## src/hdl/prom_read_pkg.sv

```systemverilog
// Shared constants, types and decoding for the configuration read port.
// Assumes a single 10 MHz system clock; all pins are synchronous to it.
package prom_read_pkg;

    ////////////////////////////////////////////////////////////////////////
    // Clock and timing
    localparam int CLOCK_PERIOD_NS   = 100;      // System clock period
    localparam int RESET_HOLD_NS     = 1000;     // Internal reset pull time
    // Least time, so round up to whole cycles
    localparam int RESET_HOLD_CYCLES = (RESET_HOLD_NS + CLOCK_PERIOD_NS - 1) / CLOCK_PERIOD_NS;
    localparam logic [3:0] RESET_HOLD_COUNT = 4'(RESET_HOLD_CYCLES);
    localparam int MAX_CFG_CLOCK_MHZ = 33;       // Top pin clock rate, both modes

    ////////////////////////////////////////////////////////////////////////
    // Address widths and capacities
    localparam int COUNT_WIDTH = 22;             // Bit counter for the largest part
    localparam int ADDR_WIDTH  = 19;             // Byte address for the largest part
    localparam int BIT_SEL_LSB = 0;              // Bit-in-byte field of the counter
    localparam int BIT_SEL_MSB = 2;
    localparam logic [COUNT_WIDTH-1:0] COUNT_RESET = 22'h000000;
    localparam logic [1:0] CAP_4M   = 2'h0;      // Capacity strap codes
    localparam logic [1:0] CAP_2M   = 2'h1;
    localparam logic [1:0] CAP_1M   = 2'h2;
    localparam logic [1:0] CAP_512K = 2'h3;
    localparam logic [COUNT_WIDTH-1:0] LAST_BIT_4M   = 22'h3FFFFF;
    localparam logic [COUNT_WIDTH-1:0] LAST_BIT_2M   = 22'h1FFFFF;
    localparam logic [COUNT_WIDTH-1:0] LAST_BIT_1M   = 22'h0FFFFF;
    localparam logic [COUNT_WIDTH-1:0] LAST_BIT_512K = 22'h07FFFF;
    localparam int BYTE_SHIFT = 3;               // Bits per byte, as a shift

    ////////////////////////////////////////////////////////////////////////
    // Data pin drive
    localparam logic [7:0] OE_N_ALL_OFF  = 8'hFF;
    localparam logic [7:0] OE_N_ALL_ON   = 8'h00;
    localparam logic [7:0] OE_N_SERIAL   = 8'hFE;
    localparam logic [6:0] OE_N_UPPER_OFF = 7'h7F;
    localparam logic [7:0] DATA_IDLE     = 8'h00;

    typedef struct packed {
        logic [7:0] value;                       // Level on each data pin
        logic [7:0] oe_n;                        // Low where the pin is driven
    } data_drive_type;

    // Port life cycle, one-hot
    typedef enum logic [3:0] {
        ST_RESET   = 4'h1,                       // Internal reset, pulling the pin
        ST_STANDBY = 4'h2,                       // Chip enable high
        ST_READ    = 4'h4,                       // Streaming data
        ST_DONE    = 4'h8                        // Past terminal count
    } port_state_type;

    // Terminal count of the counter for a capacity and a mode
    function automatic logic [COUNT_WIDTH-1:0] last_count(input logic [1:0] cap,
                                                          input logic       par);
        logic [COUNT_WIDTH-1:0] bits;
        bits = LAST_BIT_4M;
        case (cap)
            CAP_4M:   bits = LAST_BIT_4M;
            CAP_2M:   bits = LAST_BIT_2M;
            CAP_1M:   bits = LAST_BIT_1M;
            CAP_512K: bits = LAST_BIT_512K;
            default:  bits = LAST_BIT_4M;
        endcase
        return par ? (bits >> BYTE_SHIFT) : bits;
    endfunction

    // Byte address of the array for a counter value
    function automatic logic [ADDR_WIDTH-1:0] byte_addr(input logic [COUNT_WIDTH-1:0] cnt,
                                                        input logic                   par);
        logic [COUNT_WIDTH-1:0] addr;
        addr = par ? cnt : (cnt >> BYTE_SHIFT);
        return addr[ADDR_WIDTH-1:0];
    endfunction

endpackage

```

## src/hdl/cfg_clock_edge.sv

```systemverilog
// Rising-edge detector for the configuration clock pin.
// Assumes the pin is already synchronous to the system clock.
`timescale 1ns/1ps
module cfg_clock_edge (
    input  wire logic clock_in,
    input  wire logic reset_n_in,
    input  wire logic config_clock_in,
    output logic      rise_out
);
    logic last_level_ff;                         // Level seen one cycle ago

    ////////////////////////////////////////////////////////////////////////
    // Remember the previous pin level
    always_ff @(posedge clock_in or negedge reset_n_in) begin
        if (!reset_n_in) begin
            last_level_ff <= 1'b1;               // No false edge after reset
        end else begin
            last_level_ff <= config_clock_in;
        end
    end

    // One-cycle pulse on a low-to-high step
    assign rise_out = config_clock_in & ~last_level_ff;
endmodule

```

## src/hdl/cfg_data_format.sv

```systemverilog
// Shapes one stored byte into the drive of the eight data pins.
// Pure logic; the caller registers the result.
`timescale 1ns/1ps
module cfg_data_format (
    input  wire logic [7:0]                    byte_in,
    input  wire logic [2:0]                    bit_sel_in,
    input  wire logic                          parallel_in,
    input  wire logic                          drive_in,
    output prom_read_pkg::data_drive_type      drive_out
);
    ////////////////////////////////////////////////////////////////////////
    // Serial sends the top bit of each byte first
    always_comb begin
        drive_out.value = prom_read_pkg::DATA_IDLE;
        drive_out.oe_n  = prom_read_pkg::OE_N_ALL_OFF;
        if (!drive_in) begin
            // Released: every pin floats
            drive_out.oe_n = prom_read_pkg::OE_N_ALL_OFF;
        end else if (parallel_in) begin
            drive_out.value = byte_in;
            drive_out.oe_n  = prom_read_pkg::OE_N_ALL_ON;
        end else begin
            // Only the lowest pin carries the serial bit
            drive_out.value = {7'h00, byte_in[3'h7 - bit_sel_in]};
            drive_out.oe_n  = prom_read_pkg::OE_N_SERIAL;
        end
    end
endmodule

```

## src/hdl/config_prom_read_port.sv

```systemverilog
// Read-out port of a configuration memory: address counter, pin control,
// cascade output and data pin drive.
// Assumes an external array with combinational byte read, and all pins
// synchronous to the 10 MHz system clock.
//
// Operation
// Count up on clock edge when enabled
// Low output enable holds counter reset
// Low output enable floats data pins
// Pull output enable low during reset
// Output enable polarity is fixed low
// Chip enable high: standby, reset, float
// Serial: lowest pin only, rest float
// Parallel: eight bits every clock period
// First data appears without clock edge
// Next data follows each rising edge
// Receiver captures on following rising edge
// Master receiver supplies exact pulse count
// Works from free-running slave oscillator
// Serial clock up to 33 MHz; the pin is sampled at 10 MHz, so the counted clock stays under 5 MHz
// Parallel clock up to 33 MHz; the pin is sampled at 10 MHz, so the counted clock stays under 5 MHz
// Four selectable memory capacities
// Cascade output feeds next chip enable
// Cascade low when enabled and past count
// Float data pins after terminal count
// Counter holds past terminal count
`timescale 1ns/1ps
module config_prom_read_port (
    input  wire logic                               clock_in,
    input  wire logic                               reset_n_in,
    input  wire logic                               config_clock_in,
    input  wire logic                               chip_enable_n_in,
    input  wire logic                               oe_reset_in,
    input  wire logic                               parallel_mode_in,
    input  wire logic [1:0]                         capacity_sel_in,
    input  wire logic [7:0]                         array_data_in,
    output logic      [prom_read_pkg::ADDR_WIDTH-1:0] array_addr_out,
    output logic      [7:0]                         config_byte_out,
    output logic      [7:0]                         config_byte_oe_n_out,
    output logic                                    oe_reset_out,
    output logic                                    oe_reset_oe_n_out,
    output logic                                    cascade_enable_out_n,
    output logic                                    standby_out
);
    ////////////////////////////////////////////////////////////////////////
    // Declarations
    logic [prom_read_pkg::COUNT_WIDTH-1:0] count_ff;      // Bit or byte counter
    logic [prom_read_pkg::COUNT_WIDTH-1:0] nxt_count;
    logic [prom_read_pkg::COUNT_WIDTH-1:0] last_cnt;      // Terminal count
    logic                                  past_tc_ff;    // Counted beyond the end
    logic                                  nxt_past_tc;
    logic [3:0]                            hold_cnt_ff;   // Internal reset timer
    logic                                  pull_low_ff;   // Driving the shared pin
    logic                                  straps_ok_ff;  // Straps captured
    logic                                  parallel_ff;   // Captured mode
    logic [1:0]                            capacity_ff;   // Captured size
    logic                                  clk_rise;      // Pin clock edge pulse
    logic                                  run;           // Enabled for reading
    prom_read_pkg::data_drive_type         drive_nxt;     // Formatted pin drive
    prom_read_pkg::data_drive_type         drive_ff;      // Registered pin drive
    prom_read_pkg::port_state_type         state;         // Decoded life cycle
    logic                                  cascade_n_ff;
    logic                                  standby_ff;
    logic [prom_read_pkg::ADDR_WIDTH-1:0]  addr_ff;

    ////////////////////////////////////////////////////////////////////////
    // Pin clock edge
    // Pin clock sampled, limiting rate
    // The pin is sampled at 10 MHz, so the counted pin clock must stay
    // well below half that; the 33 MHz figure is the pin-level target.
    cfg_clock_edge u_edge (
        .clock_in        (clock_in),
        .reset_n_in      (reset_n_in),
        .config_clock_in (config_clock_in),
        .rise_out        (clk_rise)
    );

    ////////////////////////////////////////////////////////////////////////
    // Strap capture after release, never inside the reset itself
    // Capacity selection captured once
    always_ff @(posedge clock_in or negedge reset_n_in) begin
        if (!reset_n_in) begin
            straps_ok_ff <= 1'b0;
            parallel_ff  <= 1'b0;
            capacity_ff  <= prom_read_pkg::CAP_4M;
        end else if (!straps_ok_ff) begin
            straps_ok_ff <= 1'b1;
            parallel_ff  <= parallel_mode_in;
            capacity_ff  <= capacity_sel_in;
        end
    end

    assign last_cnt = prom_read_pkg::last_count(capacity_ff, parallel_ff);

    ////////////////////////////////////////////////////////////////////////
    // Internal reset timer and open-drain pull
    // Hold shared pin low while resetting
    always_ff @(posedge clock_in or negedge reset_n_in) begin
        if (!reset_n_in) begin
            hold_cnt_ff <= prom_read_pkg::RESET_HOLD_COUNT;
            pull_low_ff <= 1'b1;
        end else if (hold_cnt_ff != 4'h0) begin
            hold_cnt_ff <= hold_cnt_ff - 4'h1;
            pull_low_ff <= (hold_cnt_ff != 4'h1);
        end else begin
            pull_low_ff <= 1'b0;
        end
    end

    // Open drain: only ever a low level, enable low while pulling
    assign oe_reset_out      = 1'b0;
    assign oe_reset_oe_n_out = ~pull_low_ff;

    ////////////////////////////////////////////////////////////////////////
    // Enable decode
    // Pin read as active low, no inversion option
    assign run = !chip_enable_n_in && oe_reset_in && straps_ok_ff;

    // Life cycle view for the data drive and the checks
    always_comb begin
        state = prom_read_pkg::ST_READ;
        case (1'b1)
            pull_low_ff || !straps_ok_ff: state = prom_read_pkg::ST_RESET;
            chip_enable_n_in:             state = prom_read_pkg::ST_STANDBY;
            past_tc_ff:                   state = prom_read_pkg::ST_DONE;
            default:                      state = prom_read_pkg::ST_READ;
        endcase
    end

    ////////////////////////////////////////////////////////////////////////
    // Next counter value
    always_comb begin
        nxt_count   = count_ff;
        nxt_past_tc = past_tc_ff;
        if (chip_enable_n_in || !oe_reset_in) begin
            // Counter back to start
            // Standby clears counter
            nxt_count   = prom_read_pkg::COUNT_RESET;
            nxt_past_tc = 1'b0;
        end else if (run && clk_rise && !past_tc_ff) begin
            if (count_ff == last_cnt) begin
                // Stop at end, no wrap
                nxt_past_tc = 1'b1;
            end else begin
                // Advance on pin clock edge
                // Free-running clock simply saturates
                nxt_count = count_ff + 22'h000001;
            end
        end
    end

    // Counter and byte address registers
    always_ff @(posedge clock_in or negedge reset_n_in) begin
        if (!reset_n_in) begin
            count_ff   <= prom_read_pkg::COUNT_RESET;
            past_tc_ff <= 1'b0;
            addr_ff    <= '0;
        end else begin
            count_ff   <= nxt_count;
            past_tc_ff <= nxt_past_tc;
            addr_ff    <= prom_read_pkg::byte_addr(nxt_count, parallel_ff);
        end
    end

    assign array_addr_out = addr_ff;

    ////////////////////////////////////////////////////////////////////////
    // Data pin drive
    // Serial keeps upper pins floating
    // Parallel drives the whole byte
    cfg_data_format u_format (
        .byte_in     (array_data_in),
        .bit_sel_in  (count_ff[prom_read_pkg::BIT_SEL_MSB:prom_read_pkg::BIT_SEL_LSB]),
        .parallel_in (parallel_ff),
        .drive_in    (state == prom_read_pkg::ST_READ && run),
        .drive_out   (drive_nxt)
    );

    // Drive register; the address register lags the counter by nothing,
    // so the byte read here always matches the current count.
    always_ff @(posedge clock_in or negedge reset_n_in) begin
        if (!reset_n_in) begin
            drive_ff.value <= prom_read_pkg::DATA_IDLE;
            drive_ff.oe_n  <= prom_read_pkg::OE_N_ALL_OFF;
        end else if (!oe_reset_in || chip_enable_n_in || past_tc_ff) begin
            // Float on output enable low
            // Float after the end for the next device
            drive_ff.value <= prom_read_pkg::DATA_IDLE;
            drive_ff.oe_n  <= prom_read_pkg::OE_N_ALL_OFF;
        end else begin
            // First byte shows once enabled
            // New value two cycles after each edge
            // Held a full pin clock period
            drive_ff <= drive_nxt;
        end
    end

    assign config_byte_out      = drive_ff.value;
    assign config_byte_oe_n_out = drive_ff.oe_n;

    ////////////////////////////////////////////////////////////////////////
    // Cascade and standby status
    always_ff @(posedge clock_in or negedge reset_n_in) begin
        if (!reset_n_in) begin
            cascade_n_ff <= 1'b1;
            standby_ff   <= 1'b0;
        end else begin
            // Low only when enabled and past end
            // Passes the enable down the chain
            cascade_n_ff <= !(!chip_enable_n_in && oe_reset_in && past_tc_ff);
            // Low-power standby flag
            standby_ff   <= chip_enable_n_in;
        end
    end

    assign cascade_enable_out_n = cascade_n_ff;
    assign standby_out          = standby_ff;
endmodule

```

## config.mk

```make
export PLATFORM = sky130hd
export DESIGN_NAME = config_prom_read_port
export DESIGN_NICKNAME = d
export VERILOG_FILES = /design/src/hdl/prom_read_pkg.sv /design/src/hdl/cfg_clock_edge.sv /design/src/hdl/cfg_data_format.sv /design/src/hdl/config_prom_read_port.sv
export SDC_FILE = /design/constraint.sdc
export NUM_CORES = 1
export LEC_CHECK = 0
export ABC_AREA = 1
export BUFFER_PORTS_ARGS = -buffer_cell sky130_fd_sc_hd__buf_2
export CORE_MARGIN = 1.5
export CORE_UTILIZATION = 48
export DETAILED_ROUTE_END_ITERATION = 10
export PLACE_DENSITY = 0.7
export REMOVE_ABC_BUFFERS = 1
export SLEW_MARGIN = 20
export SYNTH_ARGS = -nofsm -noshare
export SYNTH_HDL_FRONTEND = slang
export SYNTH_SLANG_ARGS = --single-unit
```

## constraint.sdc

```tcl
create_clock -name clock_in -period 5 [get_ports clock_in]
set_input_delay 0.25 -clock clock_in [delete_from_list [all_inputs] [get_ports clock_in]]
set_output_delay 0.25 -clock clock_in [all_outputs]
set_load 0.01 [all_outputs]
```

After elaboration in Yosys (flattened, before gate mapping)
Cells that the tools add are included.
- bits in registers: 70
- word-level logic and storage cells: 64
- $add $sub $neg: 3
- $lt $le $gt $ge: 1
- eq/ne operators: 6
- multiplexer cells: 19
- bitwise logic cells: 3
- reduce and logical (&&, ||, !) cells: 19
- operators with widths (cell ; count):
    $mux W22 ; 4
    $pmux W22 S4 ; 1
    $mux W16 ; 2
    $add A22 B1 Y22 const B ; 1
    $eq A22 B22 Y1 ; 1
    $mux W19 ; 1
    $mux W8 ; 2
    $mux W4 ; 3
    $logic_and A1 B1 Y1 ; 6
    $logic_not A1 Y1 ; 5
    $mux W1 ; 5
    $eq A2 B2 Y1 const B ; 2
    $eq A4 B3 Y1 const B ; 1
    $lt A3 B4 Y1 const B ; 1
    $ne A4 B1 Y1 const B ; 1
    $reduce_bool A2 Y1 ; 2
    $reduce_bool A4 Y1 ; 1
    $sub A4 B1 Y4 const B ; 1
    $bmux W1 S3 ; 1
    $logic_or A1 B1 Y1 ; 3
    $sub A3 B3 Y3 const A ; 1
    $eq A2 B1 Y1 const B ; 1
    $logic_not A2 Y1 ; 1
    $not A1 Y1 ; 2
    2 further kinds ; 2

Logic depth before layout (Yosys ltp)
Gate-level depths: netlist of run 1.
- depth in word-level cells: 8
- mapped depth: 12

Cells and area by module
From an unflattened synthesis of run 1, not the netlist that was laid out.
- cell total of the unflattened synthesis: 483
- area total of the unflattened synthesis: 3817.4 um^2
- modules (own cells, without submodules) (module ; times used ; cells each ; area each (um^2) ; seq. area each (um^2)):
    config_prom_read_port ; 1 ; 436 ; 3579.7 ; 1741.7
    cfg_data_format ; 1 ; 44 ; 201.4 ; 0.0
    cfg_clock_edge ; 1 ; 3 ; 36.3 ; 26.3

Worst setup path after synthesis of run 1
OpenSTA, ideal clock, no wires.
- path type: register to register
- from: register count_ff[0] in the netlist's numbering
- to: register count_ff[9] in the netlist's numbering
- setup time: 0.120 ns
- arrival time: 1.530 ns
- path slack: 3.350 ns
- stages on the path, launching flop included: 10
- period minus slack after synthesis: 1.650 ns
- cells stage by stage: dfrtp_1 -> ha_1 -> nand2_1 -> nor2_1 -> nand2_1 -> nor2_1 -> nand3_1 -> nand2_1 -> nand2_1 -> and3_1
- word-level cells in the longest chain between the ends: 4
- elaborated cells on any way between the ends: 5
- classes of those cells: 1 x add/sub; 1 x eq/ne; 3 x mux
- RTL lines (item ; line ; RTL):
    start: declaration ; config_prom_read_port.sv:47 ; logic [prom_read_pkg::COUNT_WIDTH-1:0] count_ff;
    start signal: assignment ; config_prom_read_port.sv:155 ; count_ff <= prom_read_pkg::COUNT_RESET;
    start signal: assignment ; config_prom_read_port.sv:159 ; count_ff <= nxt_count;
    $add A22 B1 Y22 / $eq A22 B22 Y1 (equally long branches) ; config_prom_read_port.sv:147, config_prom_read_port.sv:141 ;
    $mux W22 * ; config_prom_read_port.sv:141 ; if (count_ff == last_cnt) begin
    $mux W22 * ; config_prom_read_port.sv:140 ; end else if (run && clk_rise && !past_tc_ff) begin
    $mux W22 * ; config_prom_read_port.sv:135 ; if (chip_enable_n_in || !oe_reset_in) begin
    net nxt_count (one bit) ; config_prom_read_port.sv:48 ; logic [prom_read_pkg::COUNT_WIDTH-1:0] nxt_count;
The timed path passes the listed nets; every way through them passes the cells marked *.
A chain may end at the register's enable or synchronous reset.

Final worst setup path of run 1
- from: register parallel_ff
- to: register addr_ff (netlist bit array_addr_out[9])
- word-level cells in the longest chain between the ends: 6
- RTL lines (item ; line ; RTL):
    start: declaration ; config_prom_read_port.sv:55 ; logic parallel_ff;
    start signal: assignment ; config_prom_read_port.sv:88 ; parallel_ff <= parallel_mode_in;
    $mux W22 ; prom_read_pkg.sv:64 ; return par ? (bits >> BYTE_SHIFT) : bits;
    $eq A22 B22 Y1 ; config_prom_read_port.sv:141 ;
    $mux W22 ; config_prom_read_port.sv:141 ;
    $mux W22 ; config_prom_read_port.sv:140 ;
    $mux W22 ; config_prom_read_port.sv:135 ;
    $mux W19 * ; prom_read_pkg.sv:71 ; addr = par ? cnt : (cnt >> BYTE_SHIFT);
    end signal: assignment ; config_prom_read_port.sv:161 ; addr_ff <= prom_read_pkg::byte_addr(nxt_count, parallel_ff);
    end: declaration ; config_prom_read_port.sv:64 ; logic [prom_read_pkg::ADDR_WIDTH-1:0] addr_ff;
Every way passes the cells marked *; elsewhere a longest branch is shown, timed or not.

==> results of run 1 <==
state kept, by name, indices dropped and copies added, names as in the netlist:
name,cells
parallel_ff,1
config_byte_out,8
count_ff,22
config_byte_oe_n_out,2
past_tc_ff,1
standby_out,1
pull_low_ff,1
cascade_enable_out_n,1
straps_ok_ff,1
capacity_ff,2
array_addr_out,19
hold_cnt_ff,4
u_edge.last_level_ff,1
how the worst min path moves through the flow:
stage	slack, ns	start	end	depth (start not counted)
4_1_cts	0.005	config_clock_in	u_edge.last_level_ff	1
5_1_grt	0.003	config_clock_in	u_edge.last_level_ff	1
6_report	0.01	config_clock_in	u_edge.last_level_ff	1
2_1_floorplan	-0.05	reset_n_in	array_addr_out[0]	0
3_5_place_dp	0.37	config_clock_in	u_edge.last_level_ff	1
3_3_place_gp	0.37	config_clock_in	u_edge.last_level_ff	1
synth_stat cells (all sizes together) (2+ instances only):
library cell,instances
nor2,51
clkbuf,11
and3,10
nand3,43
buf,10
conb,2
nor3,11
nand2,112
a21oi,9
xor2,13
o21ai,7
inv,42
dfrtp,57
dfstp,7
or2,7
ha,4
nand4,42
layout make-up:
class                   count  area [sq um]  share of cell area [%]
clock buffers              13           149                    3.71
clock inverters             3          65.1                    1.62
flip-flops and latches     64          1610                    40.1
repair buffers             56           288                    7.16
multi-input cells         315          1620                    40.4
well taps                  99           124                    3.08
inverters                  42           158                    3.92
worst max-delay path: stages (launching register included):
cell     delay, ns
dfrtp_1       0.36
buf_4         0.25
inv_1         0.62
nand3_1       0.14
nand2_1       0.10
nand2_1       0.08
nor2_4        0.13
nand3_2       0.35
nand3_1       0.28
nand4_1       0.10
nand2_1       0.10
layer usage:
layer / GRT usage [%] / up-vias / wire [um]
met4: 8.10 / 0 / 145
met2: 36.4 / 88 / 3870
met5: 0 / - / 0
met3: 4.76 / 15 / 363
met1: 30.7 / 1436 / 3830
li1: - / 1540 / -
kinds of logic after synthesis:
logic type,count (synthesis),share of synthesized area [%]
AND/OR/NAND/NOR,276,38.0
buffers and inverters,63,7.94
XOR/XNOR,14,3.49
flip-flops,64,45.8
multiplexers,1,0.320
adder cells (fa/ha/maj),4,1.42
AO/OA/AOI/OAI,18,2.74
other,2,0.214
per-stage QoR:
step                utilization (%)  hold WS (ns)
CTS                            56.0       0.00464
global placement               53.0         0.372
floorplan                         -       -0.0456
global route                   56.0       0.00292
finish                         56.0        0.0133
detailed placement             53.0         0.374
power by group through the flow:
stage          Sequential (mW)  Combinational [mW]  Clock [mW]
3_5_place_dp             0.541              0.0818           0
3_3_place_gp             0.541              0.0801           0
5_1_grt                  0.532              0.0924       0.521
6_report                 0.532              0.0811       0.489
4_1_cts                  0.532              0.0819       0.496
2_1_floorplan            0.548              0.0374           0
==> flow_metrics.env, run 1 <==
export IMPL_synth_distinct_cells=28
export IMPL_top_level_ports=55
export IMPL_cp_end_kind="flip-flop"
export IMPL_ys_seq_area_share_pct=45.8
export IMPL_min_path_type="in -> reg"
export IMPL_arrival_ns=2.87
export IMPL_finalPower_mw=1.10
export IMPL_area_delta_synth_final_pct=14.4
export IMPL_post_drt_wl_per_cell_um=13.9
export IMPL_fillers=673
export IMPL_slew_violations=0
export IMPL_grt_pass1_wl_um=13600
export IMPL_ff2ff_setup_slack_ns=2.41
export IMPL_worst_setup_path_start_kind="flip-flop"
export IMPL_drive_above_1_share_pct=20.9
export IMPL_dr_pass1_iters=6
export IMPL_cts_hold_buf=0
export IMPL_cts_buffer_depth=2
export IMPL_synthCells=442
export IMPL_clock_power_share_pct=44.4
export IMPL_track_usage_pct=22.8
export IMPL_synthArstFlopShare_pct=100
export IMPL_ys_top_cells_by_area="dfrtp_1 41%, nand2_1 12%, nand4_1 7.5%"
export IMPL_drt_iter0_drc=177
export IMPL_cts_clk_slew_worst_paths_ns=0.07
export IMPL_crit_type="reg -> reg"
export IMPL_tritoncts="yes"
export IMPL_clkSinkCount=64
export IMPL_placed_area_sq_um=3800
export IMPL_dp_hpwl_um=5670
export IMPL_dp_slack_ns=2.42
export IMPL_core_sq_um=7180
export IMPL_mostFrequentLayoutCells="111 x nand2_1, 57 x dfrtp_1, 53 x buf_2"
export IMPL_antennaDiodeCount=0
export IMPL_netSwitchingFraction_pct=23.5
export IMPL_finalSetupViolCount=0
export IMPL_die_h_um=88.6
export IMPL_required_ns=5.28
export IMPL_h_tree_depth=3
export IMPL_totalWireLength_um=8220
export IMPL_avgSynthCellArea_sq_um=7.95
export IMPL_rows=31
export IMPL_p_comb_share_pct=7.4
export IMPL_synth_top_area_share_pct=40.6
export IMPL_drv_cap=0
export IMPL_p_sw_mw=0.259
export IMPL_syn_area_sq_um=3510
export IMPL_ys_ff_latch=64
export IMPL_fin_nets=508
export IMPL_synth_ff_type="dfrtp_1"
export IMPL_ys_warnings_count=0
export IMPL_vias=3079
export IMPL_outcome="completed"
export IMPL_die_x_um=88.6
export IMPL_min_period_ns=2.59
export IMPL_antenna_found_initial=0
export IMPL_tightest_slew_ns=0.778
export IMPL_final_setup_skew_ns=0.0100
export IMPL_ant_nets=0
export IMPL_timing_rr_end="array_addr_out[9]"
export IMPL_fin_area_sq_um=4020
export IMPL_tns_ns=0
export IMPL_power_frac_seq_pct=48.3
export IMPL_synth_edff_count=0
export IMPL_grt_pass1_vias=2822
export IMPL_dpl_cell_count=576
export IMPL_clk_insertion_delay_late_ns=0.34
export IMPL_cts_root_buf="clkbuf_8"
export IMPL_setup_slack_ns=2.41
export IMPL_cp_max_fo=31
export IMPL_drc_errors=0
export IMPL_die_area_sq_um=7840
export IMPL_start_util_pct=49.0
export IMPL_rsz0062_at_grt="false"
export IMPL_grt_ovfl_total=0
export IMPL_p_leak_nw=2.03
export IMPL_final_common_cell="nand2_1"
export IMPL_vdd_drop_max_v=0.000118
export IMPL_post_route_period_util_pct=51.9
export IMPL_post_cts_resized=0
export IMPL_grt_max_degree=65
export IMPL_stdcell_count=592
export IMPL_p_int_mw=0.843
export IMPL_fmax_ghz=0.386
export IMPL_powerDensity_nw_per_um2=274
export IMPL_cts_setup_buffers=0
export IMPL_reg2reg_depth=10
export IMPL_synth_largest_area_cell="dfrtp_1"
export IMPL_place_congestion=0.944
export IMPL_reg2reg_from="parallel_ff"
export IMPL_hold_viol_final=0
export IMPL_routed_via_density=5.20
export IMPL_cp_endpoint="array_addr_out[9]"
export IMPL_place_port_buffers=53
export IMPL_cts_made_buffers=9
export IMPL_setup_worst_path_start="parallel_ff"
export IMPL_slew_headroom_pct=48.1
(Power assumes the default switching activity.)
==> run 2, diff against run 1 <==
==> constraint.sdc (replaced) <==
create_clock -name clock_in -period 2.6 [get_ports clock_in]
set_input_delay 0.13 -clock clock_in [delete_from_list [all_inputs] [get_ports clock_in]]
set_output_delay 0.13 -clock clock_in [all_outputs]
set_load 0.01 [all_outputs]
==> run 2 against run 1 <==
  * Combinational power increased by 110%
  * Power increased by 84%
  * Flip-flop and latch count unchanged
  * Critical endpoint is now array_addr_out[10]
  * Largest cell class unchanged
  * Largest power group unchanged
==> flow_metrics.env, run 2 (same netlist as run 1, synthesis figures left out) <==
export IMPL_vias=3145
export IMPL_arrival_ns=2.42
export IMPL_cts_clk_slew_worst_paths_ns=0.07
export IMPL_worstPathCellList="ha_1 > inv_1 > nor2_1 > nand2_1 > nor2_1 > nand3_2 > nand3_1 > nand4_1 > nand2_1"
export IMPL_cpPeakStageDelay_ns=0.48
export IMPL_required_ns=2.88
export IMPL_fmax_ghz=0.468
export IMPL_finalPower_mw=2.03
export IMPL_h_tree_depth=3
export IMPL_post_drt_wl_per_cell_um=13.6
export IMPL_drc_errors=0
export IMPL_top_level_ports=55
export IMPL_antennaDiodeCount=0
export IMPL_fin_nets=520
export IMPL_powerDensity_nw_per_um2=494
export IMPL_min_path_type="in -> reg"
export IMPL_hold_viol_final=0
export IMPL_cts_made_buffers=9
export IMPL_slew_headroom_pct=46.2
export IMPL_cp_max_fo=12
export IMPL_hp_start="capacity_sel_in[1]"
export IMPL_track_usage_pct=22.9
export IMPL_mostFrequentLayoutCells="111 x nand2_1, 57 x dfrtp_1, 53 x buf_2"
export IMPL_die_h_um=88.6
export IMPL_grt_ovfl_total=0
export IMPL_vdd_drop_max_v=0.000244
export IMPL_crit_slowest_cell="dfrtp_1"
export IMPL_final_common_cell="nand2_1"
export IMPL_p_leak_nw=2.07
export IMPL_place_congestion=0.975
export IMPL_tritoncts="yes"
export IMPL_slew_violations=0
export IMPL_dp_hpwl_um=5890
export IMPL_dr_pass1_iters=5
export IMPL_final_setup_skew_ns=0.00998
export IMPL_stdcell_count=604
export IMPL_core_sq_um=7180
export IMPL_clkSinkCount=64
export IMPL_regArea_sq_um=1610
export IMPL_dpl_cell_count=582
export IMPL_min_to="capacity_ff[1]"
export IMPL_rsz0062_at_grt="false"
export IMPL_grt_pass1_wl_um=13500
export IMPL_min_delay_path_depth=2
export IMPL_die_x_um=88.6
export IMPL_die_area_sq_um=7840
export IMPL_place_port_buffers=53
export IMPL_reg2reg_depth=9
export IMPL_start_util_pct=49.0
export IMPL_outcome="completed"
export IMPL_routed_via_density=5.21
export IMPL_worst_hold_slack_ns=0.0170
export IMPL_worst_setup_path_start_kind="flip-flop"
export IMPL_totalWireLength_um=8240
export IMPL_crit_type="reg -> reg"
export IMPL_placed_area_sq_um=3860
export IMPL_area_delta_synth_final_pct=17.0
export IMPL_largest_reg_flops=22
export IMPL_drv_cap=0
export IMPL_grt_pass1_vias=2843
export IMPL_timing_rr_end="array_addr_out[10]"
export IMPL_fin_area_sq_um=4110
export IMPL_tns_ns=0
export IMPL_cp_end_kind="flip-flop"
export IMPL_drive_above_1_share_pct=22.0
export IMPL_rows=31
export IMPL_tightest_slew_ns=0.807
export IMPL_finalSetupViolCount=0
export IMPL_fillers=691
export IMPL_min_period_ns=2.14
export IMPL_grt_max_degree=39
export IMPL_post_route_period_util_pct=82.2
export IMPL_cts_root_buf="clkbuf_8"
export IMPL_reg2reg_from="count_ff[0]"
export IMPL_clk_insertion_delay_late_ns=0.35
export IMPL_top_register="count_ff"
export IMPL_ff2ff_setup_slack_ns=0.46
export IMPL_ant_nets=0
export IMPL_cts_buffer_depth=2
export IMPL_multiInputGateArea_sq_um=1620
export IMPL_antenna_found_initial=0
export IMPL_drt_iter0_drc=173
==> run 2: cell count changes in the layout (fill, tap and decap cells not counted) <==
cell           change
bufinv_16          -1
clkinv_2           +2
buf_4              +5
clkbuf_8           -1
clkinvlp_4         +2
dlygate4sd3_1      +6
buf_12             +1
clkbuf_1           -2
==> run 2: final cells by class <==
cell class | instances | area share, %
multi-input combinational | 315 | 39.5
sequential | 64 | 39.2
timing repair buffer | 68 | 9.87
inverter | 42 | 3.84
clock buffer | 10 | 3.11
tap | 99 | 3.01
clock inverter | 6 | 1.46
==> run 2: per-layer routing <==
layer	vias up	part of all wire, %	global-route usage, %
met4	0	2.4	8.52
li1	1563	-	-
met2	107	47	36.6
met3	19	5.5	5.41
met1	1456	45	30.3
met5	-	0	0
==> run 2: timing repair <==
action	4_1_cts	5_1_grt
setup buffers	0	0
gates resized for setup	0	0
endpoints found under the hold margin	39	0
hold buffers	6	0
==> run 2: through the flow <==
stage | utilization [%] | worst slack, ns
6_report | 57.3 | 0.464
3_3_place_gp | 53.8 | 0.606
4_1_cts | 57.3 | 0.478
5_1_grt | 57.3 | 0.269
2_1_floorplan | - | 0.246
3_5_place_dp | 53.8 | 0.506
==> run 2: report_power, final <==
| group | switching, mW | leakage, nW | internal, mW | total (mW) |
|---|---|---|---|---|
| Sequential | 0.0138 | 0.855 | 1.01 | 1.03 |
| Combinational | 0.115 | 1.12 | 0.0584 | 0.173 |
| Clock | 0.393 | 0.0920 | 0.437 | 0.830 |
==> run 2: how the worst max path moves through the flow <==
stage	from	to	slack, ns
after floorplan	parallel_ff	array_addr_out[10]	0.25
after global placement	count_ff[0]	array_addr_out[10]	0.61
after detailed placement	count_ff[0]	array_addr_out[13]	0.51
after CTS	count_ff[0]	array_addr_out[10]	0.48
after global routing	count_ff[0]	count_ff[13]	0.27
final	count_ff[0]	array_addr_out[10]	0.46
==> run 2: worst max-delay path: cells and delay by family (launching register included) <==
family / cells / cell delay, ns
fa+ha+maj: 1 / 0.26
buf+inv: 1 / 0.07
flops: 1 / 0.48
simple gates: 7 / 1.27
